<file path="config.mk">
export PLATFORM = sky130hd
export DESIGN_NAME = second_uart
export DESIGN_NICKNAME = d
export VERILOG_FILES = /design/src/second_uart_pkg.sv /design/src/two_entry_buffer.sv /design/src/second_uart.sv
export SDC_FILE = /design/constraint.sdc
export NUM_CORES = 1
export LEC_CHECK = 0
export BUFFER_PORTS_ARGS = -buffer_cell sky130_fd_sc_hd__clkbuf_2
export CORE_MARGIN = 5
export CORE_UTILIZATION = 55
export CTS_CLUSTER_SIZE = 12
export DETAILED_ROUTE_END_ITERATION = 8
export HOLD_SLACK_MARGIN = 0.02
export PLACE_DENSITY = 0.73
export SETUP_SLACK_MARGIN = 0.4
export SLEW_MARGIN = 30
export SYNTH_ARGS = -nofsm -noshare
export SYNTH_HDL_FRONTEND = slang
export SYNTH_SLANG_ARGS = --single-unit
</file>
<file path="constraint.sdc">
create_clock -name core_clk -period 3.7 [get_ports core_clk]
set_input_delay 0.37 -clock core_clk [delete_from_list [all_inputs] [get_ports core_clk]]
set_output_delay 0.37 -clock core_clk [all_outputs]
set_load 0.01 [all_outputs]
</file>
<file path="src/second_uart_pkg.sv">
// constants, types and register map of the second serial port
package second_uart_pkg;

  // register byte addresses
  localparam logic [7:0] SCON_ADDR   = 8'hc0;
  localparam logic [7:0] DATA_ADDR   = 8'hc1;
  localparam logic [7:0] CFG_ADDR    = 8'hc2;
  localparam logic [7:0] RELOAD_ADDR = 8'hc3;

  // serial control field positions
  localparam int unsigned SCON_HI  = 7;
  localparam int unsigned SCON_LO  = 6;
  localparam int unsigned SCON_MP  = 5;
  localparam int unsigned SCON_REN = 4;
  localparam int unsigned SCON_TB8 = 3;
  localparam int unsigned SCON_RB8 = 2;
  localparam int unsigned SCON_TI  = 1;
  localparam int unsigned SCON_RI  = 0;

  // configuration field positions
  localparam int unsigned CFG_FSEL = 0;
  localparam int unsigned CFG_DBL  = 1;
  localparam int unsigned CFG_SMOD = 2;
  localparam int unsigned CFG_FULL = 7;

  // reset values
  localparam logic [7:0] SCON_RESET   = 8'h00;
  localparam logic [7:0] CFG_RESET    = 8'h00;
  localparam logic [7:0] RELOAD_RESET = 8'h00;

  // crystal clocks per bit
  localparam logic [15:0] DIV_SHIFT      = 16'h000c;
  localparam logic [15:0] DIV_SHIFT_FAST = 16'h0006;
  localparam logic [15:0] DIV_FIXED      = 16'h0040;
  localparam logic [15:0] DIV_FIXED_FAST = 16'h0020;
  localparam int unsigned VAR_SHIFT      = 4;

  // buffer geometry
  localparam int unsigned TXBUF_WIDTH = 9;
  localparam int unsigned TXBUF_DEPTH = 2;

  typedef enum logic [1:0] {
    MODE_SHIFT,
    MODE_UART8,
    MODE_UART9_FIXED,
    MODE_UART9_VAR
  } mode_e;

  typedef struct packed {
    logic [7:0] addr;
    logic [7:0] wdata;
    logic       wr;
    logic       rd;
  } bus_req_s;

  typedef struct packed {
    logic       mode_select_high;
    logic       mode_select_low;
    logic       multiproc_enable;
    logic       rx_enable;
    logic       tx_ninth_bit;
    logic       rx_ninth_bit;
    logic       tx_done_flag;
    logic       rx_done_flag;
    logic       framing_error_flag;
    logic       frame_error_access_select;
    logic       double_speed_option;
    logic       double_baud;
    logic [7:0] reload;
    logic [7:0] rx_data;
  } ctrl_s;

endpackage

</file>
<file path="src/two_entry_buffer.sv">
// two-entry buffer with valid/ready on both sides
`timescale 1ns/1ps
module two_entry_buffer
  import second_uart_pkg::*;
#(
  parameter int unsigned WIDTH = TXBUF_WIDTH,
  parameter int unsigned DEPTH = TXBUF_DEPTH
)(
  // clock and reset
  input  wire logic             core_clk,
  input  wire logic             rst,
  // filling side
  input  wire logic             in_valid,
  output logic                  in_ready,
  input  wire logic [WIDTH-1:0] in_data,
  // draining side
  output logic                  out_valid,
  input  wire logic             out_ready,
  output logic [WIDTH-1:0]      out_data
);

  localparam int unsigned PW = (DEPTH > 1) ? $clog2(DEPTH) : 1;

  logic [WIDTH-1:0] mem_reg [DEPTH];
  logic [WIDTH-1:0] mem_next [DEPTH];
  logic [PW-1:0]    wr_ptr_reg, wr_ptr_next;
  logic [PW-1:0]    rd_ptr_reg, rd_ptr_next;
  logic [PW:0]      count_reg, count_next;
  logic             push;
  logic             pop;

  function automatic logic [PW-1:0] bump(input logic [PW-1:0] p);
    bump = (p == PW'(DEPTH - 1)) ? '0 : p + PW'(1);
  endfunction

  assign in_ready  = (count_reg != (PW+1)'(DEPTH));
  assign out_valid = (count_reg != '0);
  assign out_data  = mem_reg[rd_ptr_reg];
  assign push      = in_valid & in_ready;
  assign pop       = out_valid & out_ready;

  always_comb
  begin
    mem_next    = mem_reg;
    wr_ptr_next = wr_ptr_reg;
    rd_ptr_next = rd_ptr_reg;
    count_next  = count_reg;
    if (push)
    begin
      mem_next[wr_ptr_reg] = in_data;
      wr_ptr_next          = bump(wr_ptr_reg);
    end
    if (pop)
      rd_ptr_next = bump(rd_ptr_reg);
    if (push && !pop)
      count_next = count_reg + (PW+1)'(1);
    else if (pop && !push)
      count_next = count_reg - (PW+1)'(1);
  end

  always_ff @(posedge core_clk)
  begin
    if (rst)
    begin
      wr_ptr_reg <= '0;
      rd_ptr_reg <= '0;
      count_reg  <= '0;
    end
    else
    begin
      wr_ptr_reg <= wr_ptr_next;
      rd_ptr_reg <= rd_ptr_next;
      count_reg  <= count_next;
    end
    mem_reg <= mem_next;
  end

endmodule // two_entry_buffer

</file>
<file path="src/second_uart.sv">
// second serial port: control register, transmitter and receiver
//
// What this block does
// RL1 - with access option on, bit 7 is a sticky framing error, software cleared
// RL2 - bit 7 reaches the high mode bit only while access option is off
// RL3 - mode bits pick shift register, 8-bit uart, or two 9-bit uarts with rates
// RL4 - multiprocessor enable in modes 2/3 gates receive completion on address bit
// RL5 - frames are received only while receive enable is set
// RL6 - in modes 2/3 the transmit ninth bit goes out as ninth data bit
// RL7 - in modes 2/3 the received ninth bit loads the receive ninth flag
// RL8 - transmit done set after 8th bit in mode 0, else at stop start
// RL9 - receive done set after 8th bit in mode 0, else at stop sampling
// RL10 - interrupt request stands while either done flag is set
// RL11 - async frame: low start, data lsb first, optional ninth, high stop
`timescale 1ns/1ps
module second_uart
  import second_uart_pkg::*;
(
  // clock and reset
  input  wire logic      core_clk,
  input  wire logic      rst,
  // register port
  input  wire bus_req_s  bus_req,
  output logic [7:0]     rdata,
  // serial pins
  input  wire logic      rxd_in,
  output logic           rxd_out,
  output logic           rxd_oe,
  output logic           txd_out,
  // status
  output logic           tx_buf_ready,
  output logic           uart_irq
);

  typedef enum logic [2:0] {T_IDLE, T_SHIFT, T_START, T_DATA, T_NINTH, T_STOP} tx_state_e;
  typedef enum logic [2:0] {R_IDLE, R_SHIFT, R_START, R_DATA, R_NINTH, R_STOP} rx_state_e;

  ctrl_s            ctrl_reg, ctrl_next;
  logic [7:0]       rdata_reg, rdata_next;
  tx_state_e        tx_state_reg, tx_state_next;
  logic [15:0]      tx_cnt_reg, tx_cnt_next;
  logic [2:0]       tx_idx_reg, tx_idx_next;
  logic [8:0]       tx_shift_reg, tx_shift_next;
  logic             tx_line_reg, tx_line_next;
  logic             tx_oe_reg, tx_oe_next;
  logic             tx_data_reg, tx_data_next;
  rx_state_e        rx_state_reg, rx_state_next;
  logic [15:0]      rx_cnt_reg, rx_cnt_next;
  logic [2:0]       rx_idx_reg, rx_idx_next;
  logic [8:0]       rx_shift_reg, rx_shift_next;
  logic             rx_sclk_reg, rx_sclk_next;
  logic             rx_meta_reg, rx_sync_reg, rx_prev_reg;
  logic             ti_set, ri_set, fe_set;
  logic             rx_load;
  logic [7:0]       rx_load_data;
  logic             rx_load_ninth;
  mode_e            mode;
  logic             mode9;
  logic [15:0]      period;
  logic [15:0]      half;
  logic             buf_in_valid;
  logic             buf_out_valid;
  logic             buf_pop;
  logic [8:0]       buf_out_data;

  // bit period in core clocks for the current mode
  function automatic logic [15:0] bit_cycles(input mode_e m, input logic fast,
                                             input logic smod, input logic [7:0] rl);
    logic [15:0] base;
    case (m)
      MODE_SHIFT:       base = fast ? DIV_SHIFT_FAST : DIV_SHIFT; // RL3
      MODE_UART9_FIXED: base = (smod ? DIV_FIXED_FAST : DIV_FIXED) >> fast; // RL3
      default:          base = (({8'h00, rl} + 16'h0001) << VAR_SHIFT) >> fast; // RL3
    endcase
    return base;
  endfunction

  assign mode   = mode_e'({ctrl_reg.mode_select_high, ctrl_reg.mode_select_low}); // RL3
  assign mode9  = mode[1];
  assign period = bit_cycles(mode, ctrl_reg.double_speed_option, ctrl_reg.double_baud,
                             ctrl_reg.reload);
  assign half   = period >> 1;

  // software writes to the data address fill the transmit buffer
  assign buf_in_valid = bus_req.wr && (bus_req.addr == DATA_ADDR);

  two_entry_buffer #(
    .WIDTH (TXBUF_WIDTH),
    .DEPTH (TXBUF_DEPTH)
  ) u_txbuf (
    .core_clk  (core_clk),
    .rst       (rst),
    .in_valid  (buf_in_valid),
    .in_ready  (tx_buf_ready),
    .in_data   ({ctrl_reg.tx_ninth_bit, bus_req.wdata}),
    .out_valid (buf_out_valid),
    .out_ready (buf_pop),
    .out_data  (buf_out_data)
  );

  // pin synchroniser
  always_ff @(posedge core_clk)
  begin
    if (rst)
    begin
      rx_meta_reg <= 1'b1;
      rx_sync_reg <= 1'b1;
      rx_prev_reg <= 1'b1;
    end
    else
    begin
      rx_meta_reg <= rxd_in;
      rx_sync_reg <= rx_meta_reg;
      rx_prev_reg <= rx_sync_reg;
    end
  end

  // register file; hardware sets win over software clears
  always_comb
  begin
    ctrl_next  = ctrl_reg;
    rdata_next = 8'h00;
    if (bus_req.wr)
    begin
      case (bus_req.addr)
        SCON_ADDR:
        begin
          if (ctrl_reg.frame_error_access_select)
            ctrl_next.framing_error_flag = bus_req.wdata[SCON_HI]; // RL1
          else
            ctrl_next.mode_select_high = bus_req.wdata[SCON_HI]; // RL2
          ctrl_next.mode_select_low  = bus_req.wdata[SCON_LO];
          ctrl_next.multiproc_enable = bus_req.wdata[SCON_MP];
          ctrl_next.rx_enable        = bus_req.wdata[SCON_REN];
          ctrl_next.tx_ninth_bit     = bus_req.wdata[SCON_TB8];
          ctrl_next.rx_ninth_bit     = bus_req.wdata[SCON_RB8];
          ctrl_next.tx_done_flag     = bus_req.wdata[SCON_TI];
          ctrl_next.rx_done_flag     = bus_req.wdata[SCON_RI];
        end
        CFG_ADDR:
        begin
          ctrl_next.frame_error_access_select = bus_req.wdata[CFG_FSEL];
          ctrl_next.double_speed_option       = bus_req.wdata[CFG_DBL];
          ctrl_next.double_baud               = bus_req.wdata[CFG_SMOD];
        end
        RELOAD_ADDR: ctrl_next.reload = bus_req.wdata;
        default: ;
      endcase
    end
    if (ti_set)
      ctrl_next.tx_done_flag = 1'b1; // RL8
    if (ri_set)
      ctrl_next.rx_done_flag = 1'b1; // RL9
    if (fe_set)
      ctrl_next.framing_error_flag = 1'b1; // RL1
    if (rx_load)
    begin
      ctrl_next.rx_data      = rx_load_data;
      ctrl_next.rx_ninth_bit = rx_load_ninth; // RL7
    end
    if (bus_req.rd)
    begin
      case (bus_req.addr)
        SCON_ADDR:
          rdata_next = {ctrl_reg.frame_error_access_select ? ctrl_reg.framing_error_flag
                                                           : ctrl_reg.mode_select_high, // RL2
                        ctrl_reg.mode_select_low, ctrl_reg.multiproc_enable,
                        ctrl_reg.rx_enable, ctrl_reg.tx_ninth_bit, ctrl_reg.rx_ninth_bit,
                        ctrl_reg.tx_done_flag, ctrl_reg.rx_done_flag};
        DATA_ADDR:   rdata_next = ctrl_reg.rx_data;
        CFG_ADDR:
        begin
          rdata_next[CFG_FSEL] = ctrl_reg.frame_error_access_select;
          rdata_next[CFG_DBL]  = ctrl_reg.double_speed_option;
          rdata_next[CFG_SMOD] = ctrl_reg.double_baud;
          rdata_next[CFG_FULL] = ~tx_buf_ready;
        end
        RELOAD_ADDR: rdata_next = ctrl_reg.reload;
        default:     rdata_next = 8'h00;
      endcase
    end
  end

  always_ff @(posedge core_clk)
  begin
    if (rst)
    begin
      ctrl_reg  <= '0;
      rdata_reg <= 8'h00;
    end
    else
    begin
      ctrl_reg  <= ctrl_next;
      rdata_reg <= rdata_next;
    end
  end

  // transmitter; also drives the shift clock in mode 0
  always_comb
  begin
    tx_state_next = tx_state_reg;
    tx_cnt_next   = tx_cnt_reg - 16'h0001;
    tx_idx_next   = tx_idx_reg;
    tx_shift_next = tx_shift_reg;
    tx_line_next  = tx_line_reg;
    tx_oe_next    = tx_oe_reg;
    tx_data_next  = tx_data_reg;
    buf_pop       = 1'b0;
    ti_set        = 1'b0;
    case (tx_state_reg)
      T_IDLE:
      begin
        tx_line_next = 1'b1;
        tx_oe_next   = 1'b0;
        tx_cnt_next  = period - 16'h0001;
        tx_idx_next  = 3'h0;
        // mode 0 receive owns the data pin once started
        if (buf_out_valid && rx_state_reg != R_SHIFT)
        begin
          buf_pop       = 1'b1;
          tx_shift_next = buf_out_data; // RL6
          if (mode == MODE_SHIFT)
          begin
            tx_state_next = T_SHIFT;
            tx_oe_next    = 1'b1;
            tx_data_next  = buf_out_data[0];
            tx_line_next  = 1'b0;
          end
          else
          begin
            tx_state_next = T_START;
            tx_line_next  = 1'b0; // RL11
          end
        end
      end
      T_SHIFT:
      begin
        // clock low in first half, rises mid-bit for the far end to sample
        if (tx_cnt_reg == half)
          tx_line_next = 1'b1;
        if (tx_cnt_reg == 16'h0000)
        begin
          tx_cnt_next = period - 16'h0001;
          if (tx_idx_reg == 3'h7)
          begin
            ti_set        = 1'b1; // RL8
            tx_oe_next    = 1'b0;
            tx_state_next = T_IDLE;
          end
          else
          begin
            tx_idx_next   = tx_idx_reg + 3'h1;
            tx_shift_next = tx_shift_reg >> 1;
            tx_data_next  = tx_shift_reg[1];
            tx_line_next  = 1'b0;
          end
        end
      end
      T_START:
        if (tx_cnt_reg == 16'h0000)
        begin
          tx_cnt_next   = period - 16'h0001;
          tx_state_next = T_DATA;
          tx_line_next  = tx_shift_reg[0]; // RL11
        end
      T_DATA:
        if (tx_cnt_reg == 16'h0000)
        begin
          tx_cnt_next   = period - 16'h0001;
          tx_shift_next = tx_shift_reg >> 1;
          if (tx_idx_reg == 3'h7 && mode9)
          begin
            tx_state_next = T_NINTH;
            tx_line_next  = tx_shift_reg[1]; // RL6
          end
          else if (tx_idx_reg == 3'h7)
          begin
            tx_state_next = T_STOP;
            tx_line_next  = 1'b1; // RL11
            ti_set        = 1'b1; // RL8
          end
          else
          begin
            tx_idx_next  = tx_idx_reg + 3'h1;
            tx_line_next = tx_shift_reg[1]; // RL11
          end
        end
      T_NINTH:
        if (tx_cnt_reg == 16'h0000)
        begin
          tx_cnt_next   = period - 16'h0001;
          tx_state_next = T_STOP;
          tx_line_next  = 1'b1; // RL11
          ti_set        = 1'b1; // RL8
        end
      T_STOP:
        if (tx_cnt_reg == 16'h0000)
          tx_state_next = T_IDLE;
      default: tx_state_next = T_IDLE;
    endcase
  end

  always_ff @(posedge core_clk)
  begin
    if (rst)
    begin
      tx_state_reg <= T_IDLE;
      tx_cnt_reg   <= 16'h0000;
      tx_idx_reg   <= 3'h0;
      tx_shift_reg <= 9'h000;
      tx_line_reg  <= 1'b1;
      tx_oe_reg    <= 1'b0;
      tx_data_reg  <= 1'b1;
    end
    else
    begin
      tx_state_reg <= tx_state_next;
      tx_cnt_reg   <= tx_cnt_next;
      tx_idx_reg   <= tx_idx_next;
      tx_shift_reg <= tx_shift_next;
      tx_line_reg  <= tx_line_next;
      tx_oe_reg    <= tx_oe_next;
      tx_data_reg  <= tx_data_next;
    end
  end

  // receiver
  always_comb
  begin
    rx_state_next = rx_state_reg;
    rx_cnt_next   = rx_cnt_reg - 16'h0001;
    rx_idx_next   = rx_idx_reg;
    rx_shift_next = rx_shift_reg;
    rx_sclk_next  = rx_sclk_reg;
    ri_set        = 1'b0;
    fe_set        = 1'b0;
    rx_load       = 1'b0;
    rx_load_data  = rx_shift_reg[8:1];
    rx_load_ninth = rx_sync_reg;
    case (rx_state_reg)
      R_IDLE:
      begin
        rx_sclk_next = 1'b1;
        rx_idx_next  = 3'h0;
        rx_cnt_next  = period - 16'h0001;
        if (ctrl_reg.rx_enable && mode == MODE_SHIFT && !ctrl_reg.rx_done_flag
            && tx_state_reg == T_IDLE && !buf_out_valid) // RL5
        begin
          rx_state_next = R_SHIFT;
          rx_sclk_next  = 1'b0;
        end
        else if (ctrl_reg.rx_enable && mode != MODE_SHIFT && rx_prev_reg
                 && !rx_sync_reg) // RL5
        begin
          rx_state_next = R_START;
          rx_cnt_next   = half - 16'h0001;
        end
      end
      R_SHIFT:
      begin
        if (rx_cnt_reg == half)
          rx_sclk_next = 1'b1;
        if (rx_cnt_reg == 16'h0000)
        begin
          rx_cnt_next   = period - 16'h0001;
          rx_shift_next = {rx_sync_reg, rx_shift_reg[8:1]};
          if (rx_idx_reg == 3'h7)
          begin
            rx_load       = 1'b1;
            rx_load_data  = {rx_sync_reg, rx_shift_reg[8:2]};
            rx_load_ninth = ctrl_reg.rx_ninth_bit;
            ri_set        = 1'b1; // RL9
            rx_state_next = R_IDLE;
          end
          else
          begin
            rx_idx_next  = rx_idx_reg + 3'h1;
            rx_sclk_next = 1'b0;
          end
        end
      end
      R_START:
        if (rx_cnt_reg == 16'h0000)
        begin
          rx_cnt_next = period - 16'h0001;
          // glitch shorter than half a bit is not a start
          rx_state_next = rx_sync_reg ? R_IDLE : R_DATA; // RL11
        end
      R_DATA:
        if (rx_cnt_reg == 16'h0000)
        begin
          rx_cnt_next   = period - 16'h0001;
          rx_shift_next = {rx_sync_reg, rx_shift_reg[8:1]};
          rx_idx_next   = rx_idx_reg + 3'h1;
          if (rx_idx_reg == 3'h7)
            rx_state_next = mode9 ? R_NINTH : R_STOP;
        end
      R_NINTH:
        if (rx_cnt_reg == 16'h0000)
        begin
          rx_cnt_next   = period - 16'h0001;
          rx_shift_next = {rx_sync_reg, rx_shift_reg[8:1]};
          rx_state_next = R_STOP;
        end
      R_STOP:
        if (rx_cnt_reg == 16'h0000)
        begin
          rx_state_next = R_IDLE;
          rx_load_data  = mode9 ? rx_shift_reg[7:0] : rx_shift_reg[8:1];
          rx_load_ninth = mode9 ? rx_shift_reg[8] : rx_sync_reg; // RL7
          if (!rx_sync_reg)
            fe_set = 1'b1; // RL1
          // unread word is kept; address bit or stop bit qualifies under multiproc
          if (!ctrl_reg.rx_done_flag && (!ctrl_reg.multiproc_enable || rx_load_ninth)) // RL4
          begin
            rx_load = 1'b1;
            ri_set  = 1'b1; // RL9
          end
        end
      default: rx_state_next = R_IDLE;
    endcase
    if (!ctrl_reg.rx_enable)
    begin
      rx_state_next = R_IDLE; // RL5
      rx_sclk_next  = 1'b1;
    end
  end

  always_ff @(posedge core_clk)
  begin
    if (rst)
    begin
      rx_state_reg <= R_IDLE;
      rx_cnt_reg   <= 16'h0000;
      rx_idx_reg   <= 3'h0;
      rx_shift_reg <= 9'h000;
      rx_sclk_reg  <= 1'b1;
    end
    else
    begin
      rx_state_reg <= rx_state_next;
      rx_cnt_reg   <= rx_cnt_next;
      rx_idx_reg   <= rx_idx_next;
      rx_shift_reg <= rx_shift_next;
      rx_sclk_reg  <= rx_sclk_next;
    end
  end

  // both clocks idle high, so the and merges the two mode 0 clocks
  assign txd_out  = tx_line_reg & rx_sclk_reg;
  assign rxd_out  = tx_data_reg;
  assign rxd_oe   = tx_oe_reg;
  assign rdata    = rdata_reg;
  assign uart_irq = ctrl_reg.tx_done_flag | ctrl_reg.rx_done_flag; // RL10

endmodule // second_uart

</file>
==> metrics.txt <==
H-tree depth 4; Synth area leaders dfxtp_1, mux2i_1, edfxtp_1; CP Launch Type register; data required time of the worst path 3.96 ns; relative slew slack 35.3%; Longest Clk Path Bufs 2; dpl hpwl 12700 um; Worst Hold Class input port to register; number of vias per cell 6.16; Primary FF master, synth dfxtp_1; Initial Utilization 56.7%; Lkg Pwr 3.13 nW; Area growth syn-to-layout 11.3%; status complete, no violations; hold slack final 0.132 ns; 1st-pass router iterations 5; ratio of cells with drive above 1 in the final layout 12.0%; crit path kind register to register; synth unique cells 73; clk_lat worst skew 0.42 ns; Mapped Area 0.00721 mm2; worst-margin pin slew 0.968 ns; antenna violations before repair 0; f_max 318 MHz; CTS buffer count 17; crit path capture type register; FF-to-FF Start rx_cnt_reg[0]$_SDFF_PP0_; Seq/Total Area, Yosys 37.7%; Max stage delay on crit path 0.58 ns; Root Buffer clkbuf_16; maxcap violations 0; first-pass GRT wire length 30300 um; Yosys warning count 0; first-iteration detailed-routing DRC count 776; CP startpoint rx_cnt_reg[0]$_SDFF_PP0_; post-CTS sizing 0; final instance area 0.00803 mm2; GRT Residual Overflow 0; fin crit share 85.0%; Post-Syn Area per Cell 8.53 um2; Post-Place Cell Area 0.00743 mm2; Hold Vio Cnt, Final 0; setup_tns 0 ns; post-synth top area cell dfxtp_1; flops & latches, synth 127; Synthesized Nets 876; Max VDD drop 360 uV; ys async rst share 0%; largest net degree at the start of global routing 80; Post-synth EDFFs 18; commonest non-fill, non-tap cell in the layout dfxtp_1; TritonCTS clock tree built; Max stage delay cell, worst path maj3_1; power per cell area 533 mW/mm2; Slew Limit Fails 0; Setup-failing EPs final 0; width of the die 125 um; Post-Syn Instances 846; hold_sp rxd_in; clock transition at the registers of the reported paths 0.06 ns; Routed WL per cell 17.7 um; number of global-route vias before repair 5996; Setup Skew 0.00769 ns; Routed Antenna Nets 0; fin nets 882; I/O pin count 34; most frequent cells in the layout dfxtp_1, nor2_1, mux2i_1, a21oi_1, nand2_1; # clock sinks 127; placer congestion estimate 0.934; # diodes 0; post-CTS setup buffers 0; row count 41; minimum clock period 3.14 ns; number of flip-flops in the largest register 27; drt total wl 18400 um; DRC viols 0; Synth top area share 30.2%; port buffer count 33; vias 6384; core area 0.0127 mm2; CTS Hold Buffers Added 0; Filler cells 1107; RSZ-0062 raised after global routing no; Worst Path Max Fanout 15; die footprint 0.0155 mm2; Worst EP arrival 3.41 ns; die height 125 um; All-Layer GR Usage 23.5%; CP cell instances inv_1 > ha_1 > nor3b_1 > nand4_1 > or2_2 > maj3_1 > a222oi_1 > nor2_1
==> cells by family after synthesis <==
| kind of cell | after synthesis | synth area share [%] |
|---|---|---|
| XOR/XNOR | 57 | 6.92 |
| buffers and inverters | 74 | 4.21 |
| flip-flops | 127 | 37.7 |
| adder cells (fa/ha/maj) | 12 | 1.99 |
| multiplexers | 77 | 11.3 |
| AO/OA/AOI/OAI | 193 | 16.7 |
| AND/OR/NAND/NOR | 306 | 21.1 |
==> cells in the mapped netlist (all sizes together) (3+ instances only) <==
master  instances
nand4           9
o22a            9
clkbuf         44
clkinv          3
or4            10
nor2b           6
ha              9
a21oi          62
nand2b          9
xor2           24
o211ai          6
nand3b          6
dfxtp         109
o31ai           4
nand3          22
nor3           21
buf            11
nor4           15
mux4            3
a21boi          9
a22oi           7
or3            14
o21a            3
nor2          106
o21ai          45
nand2          59
inv            16
a211oi         17
edfxtp         18
maj3            3
a31oi          12
and2            5
or2             9
xnor2          33
and3            4
mux2            4
mux2i          70
==> per-layer routing <==
metal  vias up  global-route usage (%)  part of all wire [%]
li1       3067                       -                     -
met1      3000                    31.1                    45
met2       274                    37.2                    47
met3        43                    5.57                   6.6
met4         0                    8.90                   2.2
met5         -                       0                     0
==> power by group <==
group | internal (mW) | switching (mW) | leakage [nW]
sequential | 1.52 | 0.147 | 1.05
combinational | 0.408 | 0.549 | 1.80
clock | 0.995 | 0.661 | 0.284
==> stage by stage <==
stage	instances	utilization, %	power, mW	worst slack [ns]
after CTS	1037	63.0	4.29	0.630
final	1037	63.1	4.28	0.555
after global placement	1005	58.4	2.59	0.764
after global routing	1037	63.1	4.50	0.437
after floorplan	846	-	2.42	1.08
after detailed placement	1005	58.4	2.63	0.659
==> path summary, 6_finish.rpt <==
kind         slack, ns                       end  depth (start not counted)
max reg2reg       0.56  rx_cnt_reg[3]$_SDFF_PP0_                          8
min reg2reg       0.42    rx_sync_reg$_SDFF_PP1_                          1
max               0.56  rx_cnt_reg[3]$_SDFF_PP0_                          8
min               0.13    rx_meta_reg$_SDFF_PP1_                          2
==> area by class of cell <==
class	instances	area, um2	share of cell area [%]
repair buffers	42	233	2.90
well taps	172	215	2.68
flip-flops and latches	127	2720	33.9
clock buffers	19	464	5.78
multi-input cells	645	4200	52.3
inverters	19	71.3	0.888
clock inverters	13	126	1.57
==> critical path, delay by kind of cell (launching register included) <==
kind / cells / cell delay, ns
buffers and inverters: 1 / 0.11
adders and majority gates: 2 / 0.76
AOI/OAI and AO/OA: 1 / 0.46
DFF: 1 / 0.36
and+or+nand+nor: 4 / 1.31
No activity file was read; power rests on OpenSTA's default activity.
